## src/rtl/psf_consts.vh

```
`ifndef PSF_CONSTS_VH
`define PSF_CONSTS_VH
// ----------------------------------------
// timing figures, ns at a 50 ns clock
// ----------------------------------------
`define PSF_CLK_NS 50
`define PSF_OC_TURNOFF_NS 100
`define PSF_SHORT_WINDOW_NS 100
`define PSF_SC_RESET_LOW_NS 400000
`define PSF_IDM_BLANK_NS 200
// ----------------------------------------
// register map
// ----------------------------------------
`define PSF_REG_CTRL 4'h0
`define PSF_REG_STATUS 4'h4
`define PSF_REG_INPUTS 4'h8
// control bit positions
`define PSF_CTRL_SC_CLEAR 0
`define PSF_CTRL_FORCE_OFF 1
// status bit positions
`define PSF_ST_OC 0
`define PSF_ST_SC 1
`define PSF_ST_FET_OT 2
`define PSF_ST_DRV_OT 3
`define PSF_ST_SUPPLY_LOW_LOCKOUT 4
`define PSF_ST_STARTING 5
`define PSF_ST_COMBINED 6
`define PSF_ST_FET_ON 7
`define PSF_ST_SLOW_OFF 8
`define PSF_ST_IDM 9
`define PSF_ST_AUX_EN 10
// bus responses
`define PSF_RESP_OKAY 2'h0
`define PSF_RESP_SLVERR 2'h2
// diode emulation states
`define PSF_IDM_BLANK 2'h1
`define PSF_IDM_WATCH 2'h2
`define PSF_IDM_CONDUCT 2'h3
`endif

```

## src/rtl/psf_sync.v

```verilog
`timescale 1ns/100ps
`include "psf_consts.vh"
// ----------------------------------------
// two-flop synchroniser, one per bit
// ----------------------------------------
module psf_sync #(
    parameter WIDTH = 1
) (
    input wire clk,
    input wire rst_n,
    input wire [WIDTH-1:0] d,
    output wire [WIDTH-1:0] q
);
    reg [WIDTH-1:0] meta; // first stage, read only by stage two
    reg [WIDTH-1:0] sync; // second stage
    // reset to zero; callers invert any pin that idles high
    always @(posedge clk or negedge rst_n) begin
        if (!rst_n) begin
            meta <= {WIDTH{1'b0}};
            sync <= {WIDTH{1'b0}};
        end else begin
            meta <= d;
            sync <= meta;
        end
    end
    assign q = sync;
endmodule

```

## src/rtl/psf_fault_logic.v

```verilog
// Decided for this implementation: the placing of the registers and the AXI4-Lite slave port.
`timescale 1ns/100ps
`include "psf_consts.vh"
// How it works
// RULE1: overcurrent turns FET off, alarm low after delay
// RULE2: overcurrent clears when gate command goes low
// RULE3: delayed overcurrent versus short decides fault kind
// RULE4: short-circuit turn-off uses slowed drive
// RULE5: short latches FET off until long low
// RULE6: FET-die overheat enters diode emulation control
// RULE7: driver overheat kills aux rail, negative rail, FET
// RULE8: error low during any thermal shutdown
// RULE9: thermal states clear with hysteresis, auto resume
// RULE10: driver cools first, diode emulation resumes
// RULE11: supply low stops switching, error low
// RULE12: rails enable on lockout release rising edge
// RULE13: status pair encodes normal, fault, overcurrent, short
// RULE14: status outputs are push-pull, always driven; the alarm pin is released until the strap is sampled and while strapped
// RULE15: error low at start until series FET on
// RULE16: open slew pin holds error low
// RULE17: alarm grounded at power-up, error reports all
// RULE18: protection acts regardless of status observation
// RULE19: gate falling edge in emulation blanks, FET off
// RULE20: emulation toggles on drain polarity alone
// RULE21: latch release timer restarts on gate rise
module psf_fault_logic #(
    parameter SC_RESET_LOW_NS = `PSF_SC_RESET_LOW_NS
) (
    input wire CLK,
    input wire RST_N,
    // converter-side pins and analogue comparators, all asynchronous
    input wire GATE_COMMAND,
    input wire OC_DETECT,
    input wire SC_DETECT,
    input wire FET_OT_HOT,
    input wire DRV_OT_HOT,
    input wire SUPPLY_OK,
    input wire SLEW_OPEN,
    input wire SERIES_FET_ON,
    input wire DRAIN_NEGATIVE,
    input wire FIRST_QUADRANT,
    input wire ALARM_PIN_IN,
    // FET drive and rails
    output reg FET_ON,
    output reg SLOW_TURNOFF,
    output reg AUX_5V_RAIL_EN,
    output reg NEGATIVE_RAIL_EN,
    // status pins, push-pull
    output reg ERROR_REPORT_N,
    output reg CURRENT_ALARM_N,
    output wire CURRENT_ALARM_OE,
    // AXI4-Lite slave
    input wire [3:0] AWADDR,
    input wire AWVALID,
    output wire AWREADY,
    input wire [31:0] WDATA,
    input wire [3:0] WSTRB,
    input wire WVALID,
    output wire WREADY,
    output reg [1:0] BRESP,
    output reg BVALID,
    input wire BREADY,
    input wire [3:0] ARADDR,
    input wire ARVALID,
    output wire ARREADY,
    output reg [31:0] RDATA,
    output reg [1:0] RRESP,
    output reg RVALID,
    input wire RREADY
);
    // ----------------------------------------
    // derived cycle counts
    // ----------------------------------------
    localparam OC_DLY = (`PSF_OC_TURNOFF_NS + `PSF_CLK_NS - 1) / `PSF_CLK_NS;
    localparam WIN_DLY = (`PSF_SHORT_WINDOW_NS + `PSF_CLK_NS - 1) / `PSF_CLK_NS;
    localparam BLANK_CYC = (`PSF_IDM_BLANK_NS + `PSF_CLK_NS - 1) / `PSF_CLK_NS;
    localparam RST_CYC = (SC_RESET_LOW_NS + `PSF_CLK_NS - 1) / `PSF_CLK_NS;

    // ----------------------------------------
    // input synchronisers
    // ----------------------------------------
    wire [10:0] raw; // pins idling high are inverted so reset reads idle
    wire [10:0] syn; // synchronised copies
    assign raw = {GATE_COMMAND, OC_DETECT, SC_DETECT, FET_OT_HOT, DRV_OT_HOT,
                  ~SUPPLY_OK, SLEW_OPEN, SERIES_FET_ON, DRAIN_NEGATIVE,
                  FIRST_QUADRANT, ~ALARM_PIN_IN};
    psf_sync #(.WIDTH(11)) u_sync (
        .clk(CLK),
        .rst_n(RST_N),
        .d(raw),
        .q(syn)
    );
    wire gate = syn[10];
    wire oc_det = syn[9];
    wire sc_det = syn[8];
    wire fet_hot = syn[7]; // comparator carries its own hysteresis, see RULE9
    wire drv_hot = syn[6];
    wire supply_low = syn[5];
    wire slew_open = syn[4];
    wire series_on = syn[3];
    wire drain_neg = syn[2];
    wire first_q = syn[1];
    wire alarm_grounded = syn[0];

    // ----------------------------------------
    // control register
    // ----------------------------------------
    reg [1:0] ctrl; // sc_clear pulse bit and force-off
    wire sw_sc_clear;
    wire force_off = ctrl[`PSF_CTRL_FORCE_OFF];
    assign sw_sc_clear = ctrl[`PSF_CTRL_SC_CLEAR];

    // ----------------------------------------
    // overcurrent and short discrimination
    // ----------------------------------------
    reg [7:0] oc_cnt; // overcurrent age, saturating
    reg oc_flag; // cycle-by-cycle overcurrent
    reg sc_latch; // latched short
    reg [31:0] low_cnt; // continuous gate-low time
    reg gate_d; // previous gate, for edges
    wire oc_win = (oc_cnt >= WIN_DLY[7:0]); // delayed overcurrent seen
    wire release_low = (low_cnt >= RST_CYC - 1);
    // overcurrent age, cleared when current falls or gate drops
    always @(posedge CLK or negedge RST_N) begin
        if (!RST_N) begin
            oc_cnt <= 8'h00;
        end else if (!oc_det || !gate) begin
            oc_cnt <= 8'h00;
        end else if (oc_cnt != 8'hFF) begin
            oc_cnt <= oc_cnt + 8'h01;
        end
    end
    // overcurrent flag: a race lost to the short leaves it clear
    always @(posedge CLK or negedge RST_N) begin
        if (!RST_N) begin
            oc_flag <= 1'b0;
        end else if (!gate) begin
            oc_flag <= 1'b0; // see RULE2
        end else if (oc_win && !sc_latch && !sc_det && oc_cnt >= OC_DLY[7:0]) begin
            oc_flag <= 1'b1; // see RULE1 see RULE3
        end
    end
    // short latch; the short wins if it arrives before the window ends
    always @(posedge CLK or negedge RST_N) begin
        if (!RST_N) begin
            sc_latch <= 1'b0;
        end else if (sc_det && !oc_win && !oc_flag) begin
            sc_latch <= 1'b1; // see RULE3 see RULE5
        end else if (release_low && !gate || sw_sc_clear) begin
            sc_latch <= 1'b0; // see RULE5
        end
    end
    // gate-low timer restarts on every gate rise
    always @(posedge CLK or negedge RST_N) begin
        if (!RST_N) begin
            low_cnt <= 32'h0;
            gate_d <= 1'b0;
        end else begin
            gate_d <= gate;
            if (gate) begin
                low_cnt <= 32'h0; // see RULE21
            end else if (!release_low) begin
                low_cnt <= low_cnt + 32'h1;
            end
        end
    end
    // slowed turn-off held while the short latch stands
    always @(posedge CLK or negedge RST_N) begin
        if (!RST_N) begin
            SLOW_TURNOFF <= 1'b0;
        end else begin
            SLOW_TURNOFF <= sc_latch; // see RULE4
        end
    end

    // ----------------------------------------
    // supply lockout, start-up, rails
    // ----------------------------------------
    reg supply_low_d; // for release edge
    reg started; // series FET seen on
    // rails come up on lockout release, drop on driver overheat
    always @(posedge CLK or negedge RST_N) begin
        if (!RST_N) begin
            supply_low_d <= 1'b1;
            AUX_5V_RAIL_EN <= 1'b0;
            NEGATIVE_RAIL_EN <= 1'b0;
            started <= 1'b0;
        end else begin
            supply_low_d <= supply_low;
            if (drv_hot || supply_low) begin
                AUX_5V_RAIL_EN <= 1'b0; // see RULE7
                NEGATIVE_RAIL_EN <= 1'b0;
            end else if (supply_low_d && !supply_low) begin
                AUX_5V_RAIL_EN <= 1'b1; // see RULE12
                NEGATIVE_RAIL_EN <= 1'b1;
            end else if (!drv_hot && !AUX_5V_RAIL_EN && !supply_low_d) begin
                AUX_5V_RAIL_EN <= 1'b1; // driver cooled, rails return, see RULE9
                NEGATIVE_RAIL_EN <= 1'b1;
            end
            if (supply_low) begin
                started <= 1'b0;
            end else if (series_on) begin
                started <= 1'b1; // see RULE15
            end
        end
    end

    // ----------------------------------------
    // diode emulation state machine
    // ----------------------------------------
    reg [1:0] idm_state; // blank, watch, conduct
    reg [1:0] next_idm_state;
    reg [7:0] blank_cnt; // blanking timer
    wire idm_mode = fet_hot && !drv_hot; // see RULE6 see RULE10
    wire gate_fall = gate_d && !gate;
    // next state; a gate fall always wins
    always @* begin
        next_idm_state = idm_state;
        case (idm_state)
            `PSF_IDM_BLANK: begin
                if (blank_cnt >= BLANK_CYC[7:0] - 8'h01) begin
                    next_idm_state = `PSF_IDM_WATCH; // see RULE19
                end
            end
            `PSF_IDM_WATCH: begin
                if (drain_neg) begin
                    next_idm_state = `PSF_IDM_CONDUCT; // see RULE20
                end
            end
            `PSF_IDM_CONDUCT: begin
                if (first_q) begin
                    next_idm_state = `PSF_IDM_WATCH; // see RULE20
                end
            end
            default: begin
                next_idm_state = `PSF_IDM_WATCH;
            end
        endcase
        if (gate_fall) begin
            next_idm_state = `PSF_IDM_BLANK; // see RULE19
        end
    end
    // entering emulation starts in the watch state
    always @(posedge CLK or negedge RST_N) begin
        if (!RST_N) begin
            idm_state <= `PSF_IDM_WATCH;
            blank_cnt <= 8'h00;
        end else if (!idm_mode) begin
            idm_state <= `PSF_IDM_WATCH;
            blank_cnt <= 8'h00;
        end else begin
            idm_state <= next_idm_state;
            if (gate_fall) begin
                blank_cnt <= 8'h00; // every fall restarts a full blank, see RULE19
            end else if (idm_state == `PSF_IDM_BLANK) begin
                blank_cnt <= blank_cnt + 8'h01;
            end
        end
    end

    // ----------------------------------------
    // FET drive; protection never depends on status pins
    // ----------------------------------------
    wire fet_block = supply_low || drv_hot || sc_latch || sc_det || oc_flag
                     || force_off || !started;
    // registered gate drive
    always @(posedge CLK or negedge RST_N) begin
        if (!RST_N) begin
            FET_ON <= 1'b0;
        end else if (fet_block) begin
            FET_ON <= 1'b0; // see RULE1 see RULE5 see RULE7 see RULE11 see RULE18
        end else if (idm_mode) begin
            FET_ON <= (idm_state == `PSF_IDM_CONDUCT); // see RULE6
        end else begin
            FET_ON <= gate; // see RULE2
        end
    end

    // ----------------------------------------
    // status encoding
    // ----------------------------------------
    reg combined; // alarm pin strapped low at power-up
    reg strap_done; // strap sampled once
    // strap caught once the series FET is first seen on, from the pin's own level
    always @(posedge CLK or negedge RST_N) begin
        if (!RST_N) begin
            combined <= 1'b0;
            strap_done <= 1'b0;
        end else if (!strap_done && started) begin
            combined <= alarm_grounded; // see RULE17
            strap_done <= 1'b1;
        end
    end
    wire gen_fault = supply_low || fet_hot || drv_hot || slew_open || !started;
    // sets both status pin levels every cycle; the alarm pin is driven only while CURRENT_ALARM_OE is high
    always @(posedge CLK or negedge RST_N) begin
        if (!RST_N) begin
            ERROR_REPORT_N <= 1'b0;
            CURRENT_ALARM_N <= 1'b1;
        end else begin
            // see RULE8 see RULE11 see RULE13 see RULE15 see RULE16
            ERROR_REPORT_N <= !(gen_fault || sc_latch || (combined && oc_flag));
            CURRENT_ALARM_N <= !(oc_flag || sc_latch); // see RULE13
        end
    end
    // released while strapped so the strap is not fought
    assign CURRENT_ALARM_OE = !(combined || !strap_done); // see RULE14 see RULE17

    // ----------------------------------------
    // AXI4-Lite slave
    // ----------------------------------------
    reg aw_held; // write address taken
    reg w_held; // write data taken
    reg [3:0] aw_addr;
    reg [31:0] w_data;
    reg [3:0] w_strb;
    assign AWREADY = !aw_held && !BVALID;
    assign WREADY = !w_held && !BVALID;
    assign ARREADY = !RVALID;
    wire [31:0] status_word = {21'h0, AUX_5V_RAIL_EN, idm_mode, SLOW_TURNOFF, FET_ON,
                               combined, !started, supply_low, drv_hot, fet_hot,
                               sc_latch, oc_flag};
    // write path, both channels in either order
    always @(posedge CLK or negedge RST_N) begin
        if (!RST_N) begin
            aw_held <= 1'b0;
            w_held <= 1'b0;
            aw_addr <= 4'h0;
            w_data <= 32'h0;
            w_strb <= 4'h0;
            BVALID <= 1'b0;
            BRESP <= `PSF_RESP_OKAY;
            ctrl <= 2'h0;
        end else begin
            ctrl[`PSF_CTRL_SC_CLEAR] <= 1'b0; // clear bit self-clears
            if (AWVALID && AWREADY) begin
                aw_held <= 1'b1;
                aw_addr <= AWADDR;
            end
            if (WVALID && WREADY) begin
                w_held <= 1'b1;
                w_data <= WDATA;
                w_strb <= WSTRB;
            end
            if (aw_held && w_held) begin
                aw_held <= 1'b0;
                w_held <= 1'b0;
                BVALID <= 1'b1;
                if (aw_addr == `PSF_REG_CTRL) begin
                    BRESP <= `PSF_RESP_OKAY;
                    if (w_strb[0]) begin
                        ctrl <= w_data[1:0];
                    end
                end else if (aw_addr == `PSF_REG_STATUS || aw_addr == `PSF_REG_INPUTS) begin
                    BRESP <= `PSF_RESP_OKAY; // read-only, write ignored
                end else begin
                    BRESP <= `PSF_RESP_SLVERR;
                end
            end else if (BVALID && BREADY) begin
                BVALID <= 1'b0;
            end
        end
    end
    // read path, one cycle after address
    always @(posedge CLK or negedge RST_N) begin
        if (!RST_N) begin
            RVALID <= 1'b0;
            RDATA <= 32'h0;
            RRESP <= `PSF_RESP_OKAY;
        end else if (ARVALID && ARREADY) begin
            RVALID <= 1'b1;
            RRESP <= `PSF_RESP_OKAY;
            case (ARADDR)
                `PSF_REG_CTRL: RDATA <= {30'h0, ctrl};
                `PSF_REG_STATUS: RDATA <= status_word;
                `PSF_REG_INPUTS: RDATA <= {21'h0, syn};
                default: begin
                    RDATA <= 32'h0;
                    RRESP <= `PSF_RESP_SLVERR;
                end
            endcase
        end else if (RVALID && RREADY) begin
            RVALID <= 1'b0;
        end
    end
endmodule

```

## config.mk

```make
export PLATFORM = sky130hd
export DESIGN_NAME = psf_fault_logic
export DESIGN_NICKNAME = d
export VERILOG_FILES = /design/src/rtl/psf_sync.v /design/src/rtl/psf_fault_logic.v
export VERILOG_INCLUDE_DIRS = /design/src /design/src/rtl
export SDC_FILE = /design/constraint.sdc
export NUM_CORES = 1
export LEC_CHECK = 0
export BUFFER_PORTS_ARGS = -buffer_cell sky130_fd_sc_hd__buf_4
export CORE_ASPECT_RATIO = 0.6
export CORE_MARGIN = 3
export CORE_UTILIZATION = 30
export CTS_CLUSTER_DIAMETER = 50
export DETAILED_ROUTE_END_ITERATION = 16
export MAX_ROUTING_LAYER = met4
export PLACE_DENSITY_LB_ADDON = 0.15
export RECOVER_POWER = 100
export REMOVE_ABC_BUFFERS = 1
export SYNTH_ARGS = -nofsm -noshare
export SYNTH_HDL_FRONTEND = slang
export SYNTH_SLANG_ARGS = --single-unit
```

## constraint.sdc

```tcl
create_clock -name CLK -period 2 [get_ports CLK]
set_input_delay 0.1 -clock CLK [delete_from_list [all_inputs] [get_ports CLK]]
set_output_delay 0.1 -clock CLK [all_outputs]
set_load 0.01 [all_outputs]
```

==> results of run 1 <==
==> worst max-delay path, stage by stage (launching register included) <==
cell     delay (ns)
dfrtp_1        0.41
nor4_4         0.31
nand4_1        0.14
a211o_4        0.39
buf_6          0.15
or4_1          0.39
a21oi_1        0.13
==> final timing paths <==
check | endpoint | depth (start not counted) | slack (ns) | startpoint
setup / recovery | low_cnt[8]$_DFFE_PN0P_ | 6 | 0.02 | low_cnt[22]$_DFFE_PN0P_
hold / removal | RDATA[1]$_DFFE_PN0P_ | 4 | 0.17 | ARADDR[3]
setup reg to reg | low_cnt[8]$_DFFE_PN0P_ | 6 | 0.02 | low_cnt[22]$_DFFE_PN0P_
hold reg to reg | u_sync.q[9]$_DFF_PN0_ | 0 | 0.35 | u_sync.meta[9]$_DFF_PN0_
max in group asynchronous | idm_state[1]$_DFFE_PN1P_ | 3 | 0.43 | RST_N
min in group asynchronous | u_sync.q[0]$_DFF_PN0_ | 2 | 0.52 | RST_N
==> cells in the mapped netlist (2+ instances only) <==
library cell  instances  area, um2
nand2_1              31        116
nor4_1                7       43.8
nand2b_1              4       25.0
or3_1                 7       43.8
inv_1                14       52.6
nor2b_1              25        156
o31ai_1               5       37.5
buf_4                24        180
and3_1                3       18.8
nor2_1               33        124
mux2_2                7       78.8
dfrtp_1             107       2680
nand3b_1              2       15.0
o21ai_0              23        115
o21bai_1              2       15.0
nand3_1              12       60.1
nand4_1               6       37.5
and2_1                2       12.5
ha_1                  4       50.1
a211oi_1              4       30.0
a22oi_1               9       67.6
or4_1                 6       45.0
a31oi_1               3       18.8
buf_2                 2       10.0
dfstp_2               2       52.6
clkbuf_1             10       37.5
mux2i_1               5       50.1
xnor2_1               3       26.3
a21oi_1              16       80.1
xor2_1                8       70.1
==> final cells by class <==
type,count,area share
clock buffer,12,0.0424
clock inverter,4,0.00493
inverter,14,0.00942
multi-input combinational,264,0.288
sequential,109,0.489
tap,192,0.0430
timing repair buffer,92,0.123
==> per-stage QoR <==
step           total power [mW]  setup slack (ns)  hold slack, ns  setup TNS [ns]   util
6_report                   4.75            0.0245           0.173               0  0.396
5_1_grt                    5.01           -0.0591           0.191          -0.270  0.396
4_1_cts                    4.84           0.00541           0.160               0  0.396
3_5_place_dp               3.17            -0.141         0.00795          -0.911  0.361
3_3_place_gp               3.15            -0.138         0.00364          -0.918  0.361
2_1_floorplan              2.84            0.0108          -0.196               0      -
==> report_power, final <==
group / switching (mW) / total (mW) / internal, mW / leakage [nW]
Sequential: 0.134 / 2.52 / 2.38 / 1.41
Clock: 0.773 / 1.62 / 0.850 / 0.131
Combinational: 0.318 / 0.606 / 0.288 / 0.964
Total: 1.23 / 4.75 / 3.52 / 2.50
==> sequential cells by signal (all words and copies together) (netlist names), 2 cells and up <==
register     cells
RDATA           11
aw_addr          4
blank_cnt        8
ctrl             2
idm_state        2
low_cnt         32
oc_cnt           8
u_sync.meta     11
u_sync.q        11
w_data           2
==> cell families after synthesis <==
logic type                 Yosys count  share of synthesized area
and+or+nand+nor                    144                      0.166
DFF                                109                      0.612
AOI/OAI and AO/OA                   70                     0.0962
buffers and inverters               51                     0.0637
muxes                               12                     0.0289
xor gates and xnor gates            11                     0.0216
adders and majority gates            4                     0.0112
other                                1                   0.000840
==> per-layer routing <==
layer  vias to the layer above  wire length, um
met4                         0               29
li1                       1511                -
met3                         4              526
met5                         -                0
met1                      1501             5360
met2                        80             3870
==> what timing repair did <==
item	CTS	global route
pin swaps	0	17
resized for setup	5	15
setup buffers	0	3
hold buffers	21	0
endpoints found under the setup margin	8	7
endpoints found under the hold margin	53	0
==> flow_summary_export.csv, run 1 <==
group,metric,value,unit
run_status,status,"finished, final reports clean",
drt,wl,9.78,mm
floorplan,rows,33,
final_layout,layout_commonest_cell,"dfrtp_1",
synthesis,syn_inst,402,
cts,root_buffer,"clkbuf_16",
worst_setup_path,worstPathArrival,2.25,ns
final_layout,synthToLayoutAreaGrowth,25.1,%
synthesis,synth.avg_cell_area,11.1,um2
floorplan,fp.dieArea,0.0164,mm2
final_layout,multi_input_area,0.00161,mm2
final_layout,fin_area,0.00558,mm2
worst_setup_path,critPathLaunchType,"register",
sta,period_minus_slack,1.98,ns
drt,drt_iter0_drc,179,
cts,clkTransAtPathRegs,0.07,ns
placed_design,dpl_cell_area,0.00508,mm2
sta,slew_viol_final,0,
cts,clockBufferDepth,2,
cts,cts_tree,"built",
global_route,globalRoute.busiestLayer,"met1",
floorplan,die_x,163,um
global_route,grt_usage,0.127,
pwr,leakagePower,2.50,nW
final_layout,final_cell_mix,"107 x dfrtp_1, 36 x buf_4, 33 x nor2_1",
cts,clkLatencyLatePin,0.34,ns
global_route,met2_usage,0.158,
placed_design,place_inst,647,
final_layout,antenna_cells,0,
drt,num_vias,3096,
synthesis,ys_async_sr_fraction,1.00,
sta,relSlewSlack,0.218,
floorplan,num_io_pins,110,
placed_design,place.port_buffers,53,
worst_setup_path,worstPathMaxFanout,8,
drt,vias_per_cell,4.51,
sta,hold_violations,0,
sta,clock.fmax,506,MHz
final_layout,layout-drive-gt1-share,0.178,
cts,cts_inserted_buffers,9,
drt,drc_errors,0,
global_route,use_met1,0.200,
final_layout,nFillCells,1395,
synthesis,synth-main-ff-cell,"dfrtp_1",
sta,setup_viol,0,
drt,wl_per_cell,14.2,um
drt,ant_nets,0,
synthesis,yosysSeqAreaShare,0.612,
global_route,grt_first_pass_wirelength,15.9,mm
synthesis,ys_types,46,
global_route,gr-total-overflow,0,
flow_run,maxCapViolations,0,
synthesis,synth-seq-cells,109,
global_route,grt_max_degree,76,
floorplan,start_util,0.317,
drt,firstDrtPassIters,4,
final_layout,seq_area,0.00273,mm2
floorplan,die_h,100,um
cts,cts.sinks,109,
global_route,antenna_found_initial,0,
worst_setup_path,worstSetupPathType,"register to register",
cts,cts.htree.levels,3,
sta,worstMarginPinSlew,1.17,ns
synthesis,yosys_warnings,0,
min_path,hp-class,"input port to register",
floorplan,core,0.0141,mm2
final_layout,final_cells,687,
placed_design,dp_hpwl,6.93,mm
synthesis,synth_enable_flop_cells,0,
pwr,powerDensity,850,mW/mm2
final_layout,final_nets,556,
sta,rsz0062_at_grt,"true",
global_route,grt_pass1_vias,3003,
global_route,grt_util_met3,0.0300,
pwr,irDropWorstVdd,0.000445,V
worst_setup_path,crit_required,2.27,ns
placed_design,routabilityCongestion,0.758,
synthesis,mappedNetlistArea,0.00446,mm2
worst_setup_path,endpoint_kind,"register",
sta,period_share,0.988,
sta,clock-skew-final,0.00931,ns
(Power assumes the default switching activity.)
==> run 2, diff against run 1 <==
--- a/config.mk
+++ b/config.mk
@@ -7,6 +7,7 @@
 export NUM_CORES = 1
 export LEC_CHECK = 0
 export BUFFER_PORTS_ARGS = -buffer_cell sky130_fd_sc_hd__buf_4
+export CAP_MARGIN = 0
 export CORE_ASPECT_RATIO = 0.6
 export CORE_MARGIN = 3
 export CORE_UTILIZATION = 30
==> constraint.sdc (replaced) <==
create_clock -name CLK -period 2 [get_ports CLK]
set_input_delay 0.1 -clock CLK [delete_from_list [all_inputs] [get_ports CLK]]
set_output_delay 0.1 -clock CLK [all_outputs]
set_load 0.02 [all_outputs]
==> flow_summary_export.csv, run 2 (synthesis gave the netlist of run 1 again) <==
group,metric,value,unit
sta,fin_tns_setup,0,ns
final_layout,nFillCells,1394,
worst_setup_path,critPathLaunchType,"register",
worst_setup_path,slowest_delay,0.41,ns
sta,relSlewSlack,0.219,
sta,setup_slack,0.0245,ns
floorplan,start_util,0.317,
sta,clock-skew-final,0.00926,ns
drt,drt_iter0_drc,186,
flow_run,maxCapViolations,0,
worst_setup_path,rrSetupSlack,0.02,ns
final_layout,layout_commonest_cell,"dfrtp_1",
final_layout,largest_register_ff_count,32,
floorplan,fp.dieArea,0.0164,mm2
placed_design,dp_hpwl,6.93,mm
sta,slew_viol_final,0,
pwr,leakagePower,2.51,nW
worst_setup_path,endpoint_kind,"register",
worst_setup_path,worstPathMaxFanout,8,
drt,wl,9.78,mm
floorplan,core,0.0141,mm2
floorplan,die_h,100,um
final_layout,final_nets,556,
drt,num_vias,3096,
sta,clock.fmax,506,MHz
final_layout,layout-drive-gt1-share,0.182,
sta,rsz0062_at_grt,"true",
min_path,holdPathStages,4,
floorplan,num_io_pins,110,
min_path,hp-start,"ARADDR[3]",
cts,cts.htree.levels,3,
placed_design,pre_cts_slack,-0.141,ns
sta,setup_viol,0,
final_layout,top_register,"low_cnt",
worst_setup_path,worstPathArrival,2.25,ns
final_layout,fin_area,0.00559,mm2
worst_setup_path,r2r-start,"low_cnt[22]$_DFFE_PN0P_",
min_path,whs_endpoint,"RDATA[1]$_DFFE_PN0P_",
worst_setup_path,worstSetupPathType,"register to register",
worst_setup_path,ff2ff_path_depth,6,
cts,root_buffer,"clkbuf_16",
run_status,status,"finished, final reports clean",
sta,holdWs,0.173,ns
worst_setup_path,worstPathCellList,"nor4_4 > nand4_1 > a211o_4 > buf_6 > or4_1 > a21oi_1",
worst_setup_path,setup.worst_path.start,"low_cnt[22]$_DFFE_PN0P_",
cts,cts_tree,"built",
drt,wl_per_cell,14.2,um
final_layout,final_cell_mix,"107 x dfrtp_1, 38 x buf_4, 33 x nor2_1",
global_route,grt_max_degree,76,
cts,clkLatencyLatePin,0.34,ns
floorplan,die_x,163,um
cts,cts.sinks,109,
final_layout,antenna_cells,0,
drt,drc_errors,0,
cts,cts_inserted_buffers,9,
sta,period_share,0.988,
drt,firstDrtPassIters,4,
sta,worstMarginPinSlew,1.17,ns
placed_design,place.port_buffers,53,
pwr,powerDensity,863,mW/mm2
pwr,p_int,3.52,mW
global_route,grt_first_pass_wirelength,15.9,mm
pwr,p_comb_frac,0.141,
worst_setup_path,cp_slowest_cell,"dfrtp_1",
global_route,grt_usage,0.127,
pwr,netSwitchingFraction,0.269,
drt,ant_nets,0,
placed_design,dpl_cell_area,0.00508,mm2
worst_setup_path,reg2reg_to,"low_cnt[8]$_DFFE_PN0P_",
global_route,gr-total-overflow,0,
pwr,irDropWorstVdd,0.000517,V
sta,hold_violations,0,
global_route,grt_pass1_vias,3003,
pwr,power_frac_seq,0.522,
pwr,switchingPower,1.30,mW
min_path,hp-class,"input port to register",
sta,period_minus_slack,1.98,ns
placed_design,routabilityCongestion,0.758,
cts,clockBufferDepth,2,
floorplan,rows,33,
final_layout,synthToLayoutAreaGrowth,25.2,%
cts,clkTransAtPathRegs,0.07,ns
global_route,antenna_found_initial,0,
drt,vias_per_cell,4.51,
worst_setup_path,crit_required,2.27,ns
pwr,p_clk_frac,0.336,
-- run 2: repair_timing --
item | CTS | global route
gates resized for setup | 5 | 15
endpoints found under the hold margin | 53 | 0
endpoints found under the setup margin | 8 | 7
hold buffers | 21 | 0
buffers inserted | 0 | 3
pin swaps | 0 | 17
-- run 2: area by class of cell --
class                   count  area (um2)  area share
well taps                 192         240      0.0430
multi-input cells         264        1610       0.288
flip-flops and latches    109        2730       0.489
repair buffers             92         693       0.124
clock inverters             4        27.5     0.00493
clock buffers              12         236      0.0423
inverters                  14        52.6     0.00940
-- run 2: how the worst max path moves through the flow --
stage | to | cells after the start
after floorplan | low_cnt[9]$_DFFE_PN0P_ | 6
after global placement | low_cnt[12]$_DFFE_PN0P_ | 6
after detailed placement | low_cnt[11]$_DFFE_PN0P_ | 6
after CTS | low_cnt[12]$_DFFE_PN0P_ | 6
after global routing | low_cnt[8]$_DFFE_PN0P_ | 6
final | low_cnt[8]$_DFFE_PN0P_ | 6
-- run 2: metal layers --
layer,GRT usage,wire (um),part of all wire,up-vias
li1,-,-,-,1511
met1,0.200,5360,0.55,1501
met2,0.158,3870,0.40,80
met3,0.0300,523,0.053,4
met4,0.0312,29,0.0030,0
met5,-,0,0,-
-- run 2: worst max-delay path, delay by kind of cell (launching register included) --
kind | cells | cell delay [ns]
buf+inv | 1 | 0.15
compound gates | 2 | 0.52
simple gates | 3 | 0.84
flops | 1 | 0.41
-- run 2: stage by stage --
step | util | power, mW | instances
5_1_grt | 0.397 | 5.09 | 687
3_3_place_gp | 0.361 | 3.23 | 647
3_5_place_dp | 0.361 | 3.24 | 647
4_1_cts | 0.396 | 4.91 | 684
6_report | 0.397 | 4.82 | 687
2_1_floorplan | - | 2.91 | 387
-- run 2: power by group through the flow --
stage / clock network, mW / registers (mW) / logic [mW]
2_1_floorplan: 0 / 2.57 / 0.336
3_3_place_gp: 0 / 2.55 / 0.674
3_5_place_dp: 0 / 2.56 / 0.685
4_1_cts: 1.68 / 2.52 / 0.721
5_1_grt: 1.78 / 2.55 / 0.762
6_report: 1.62 / 2.52 / 0.682
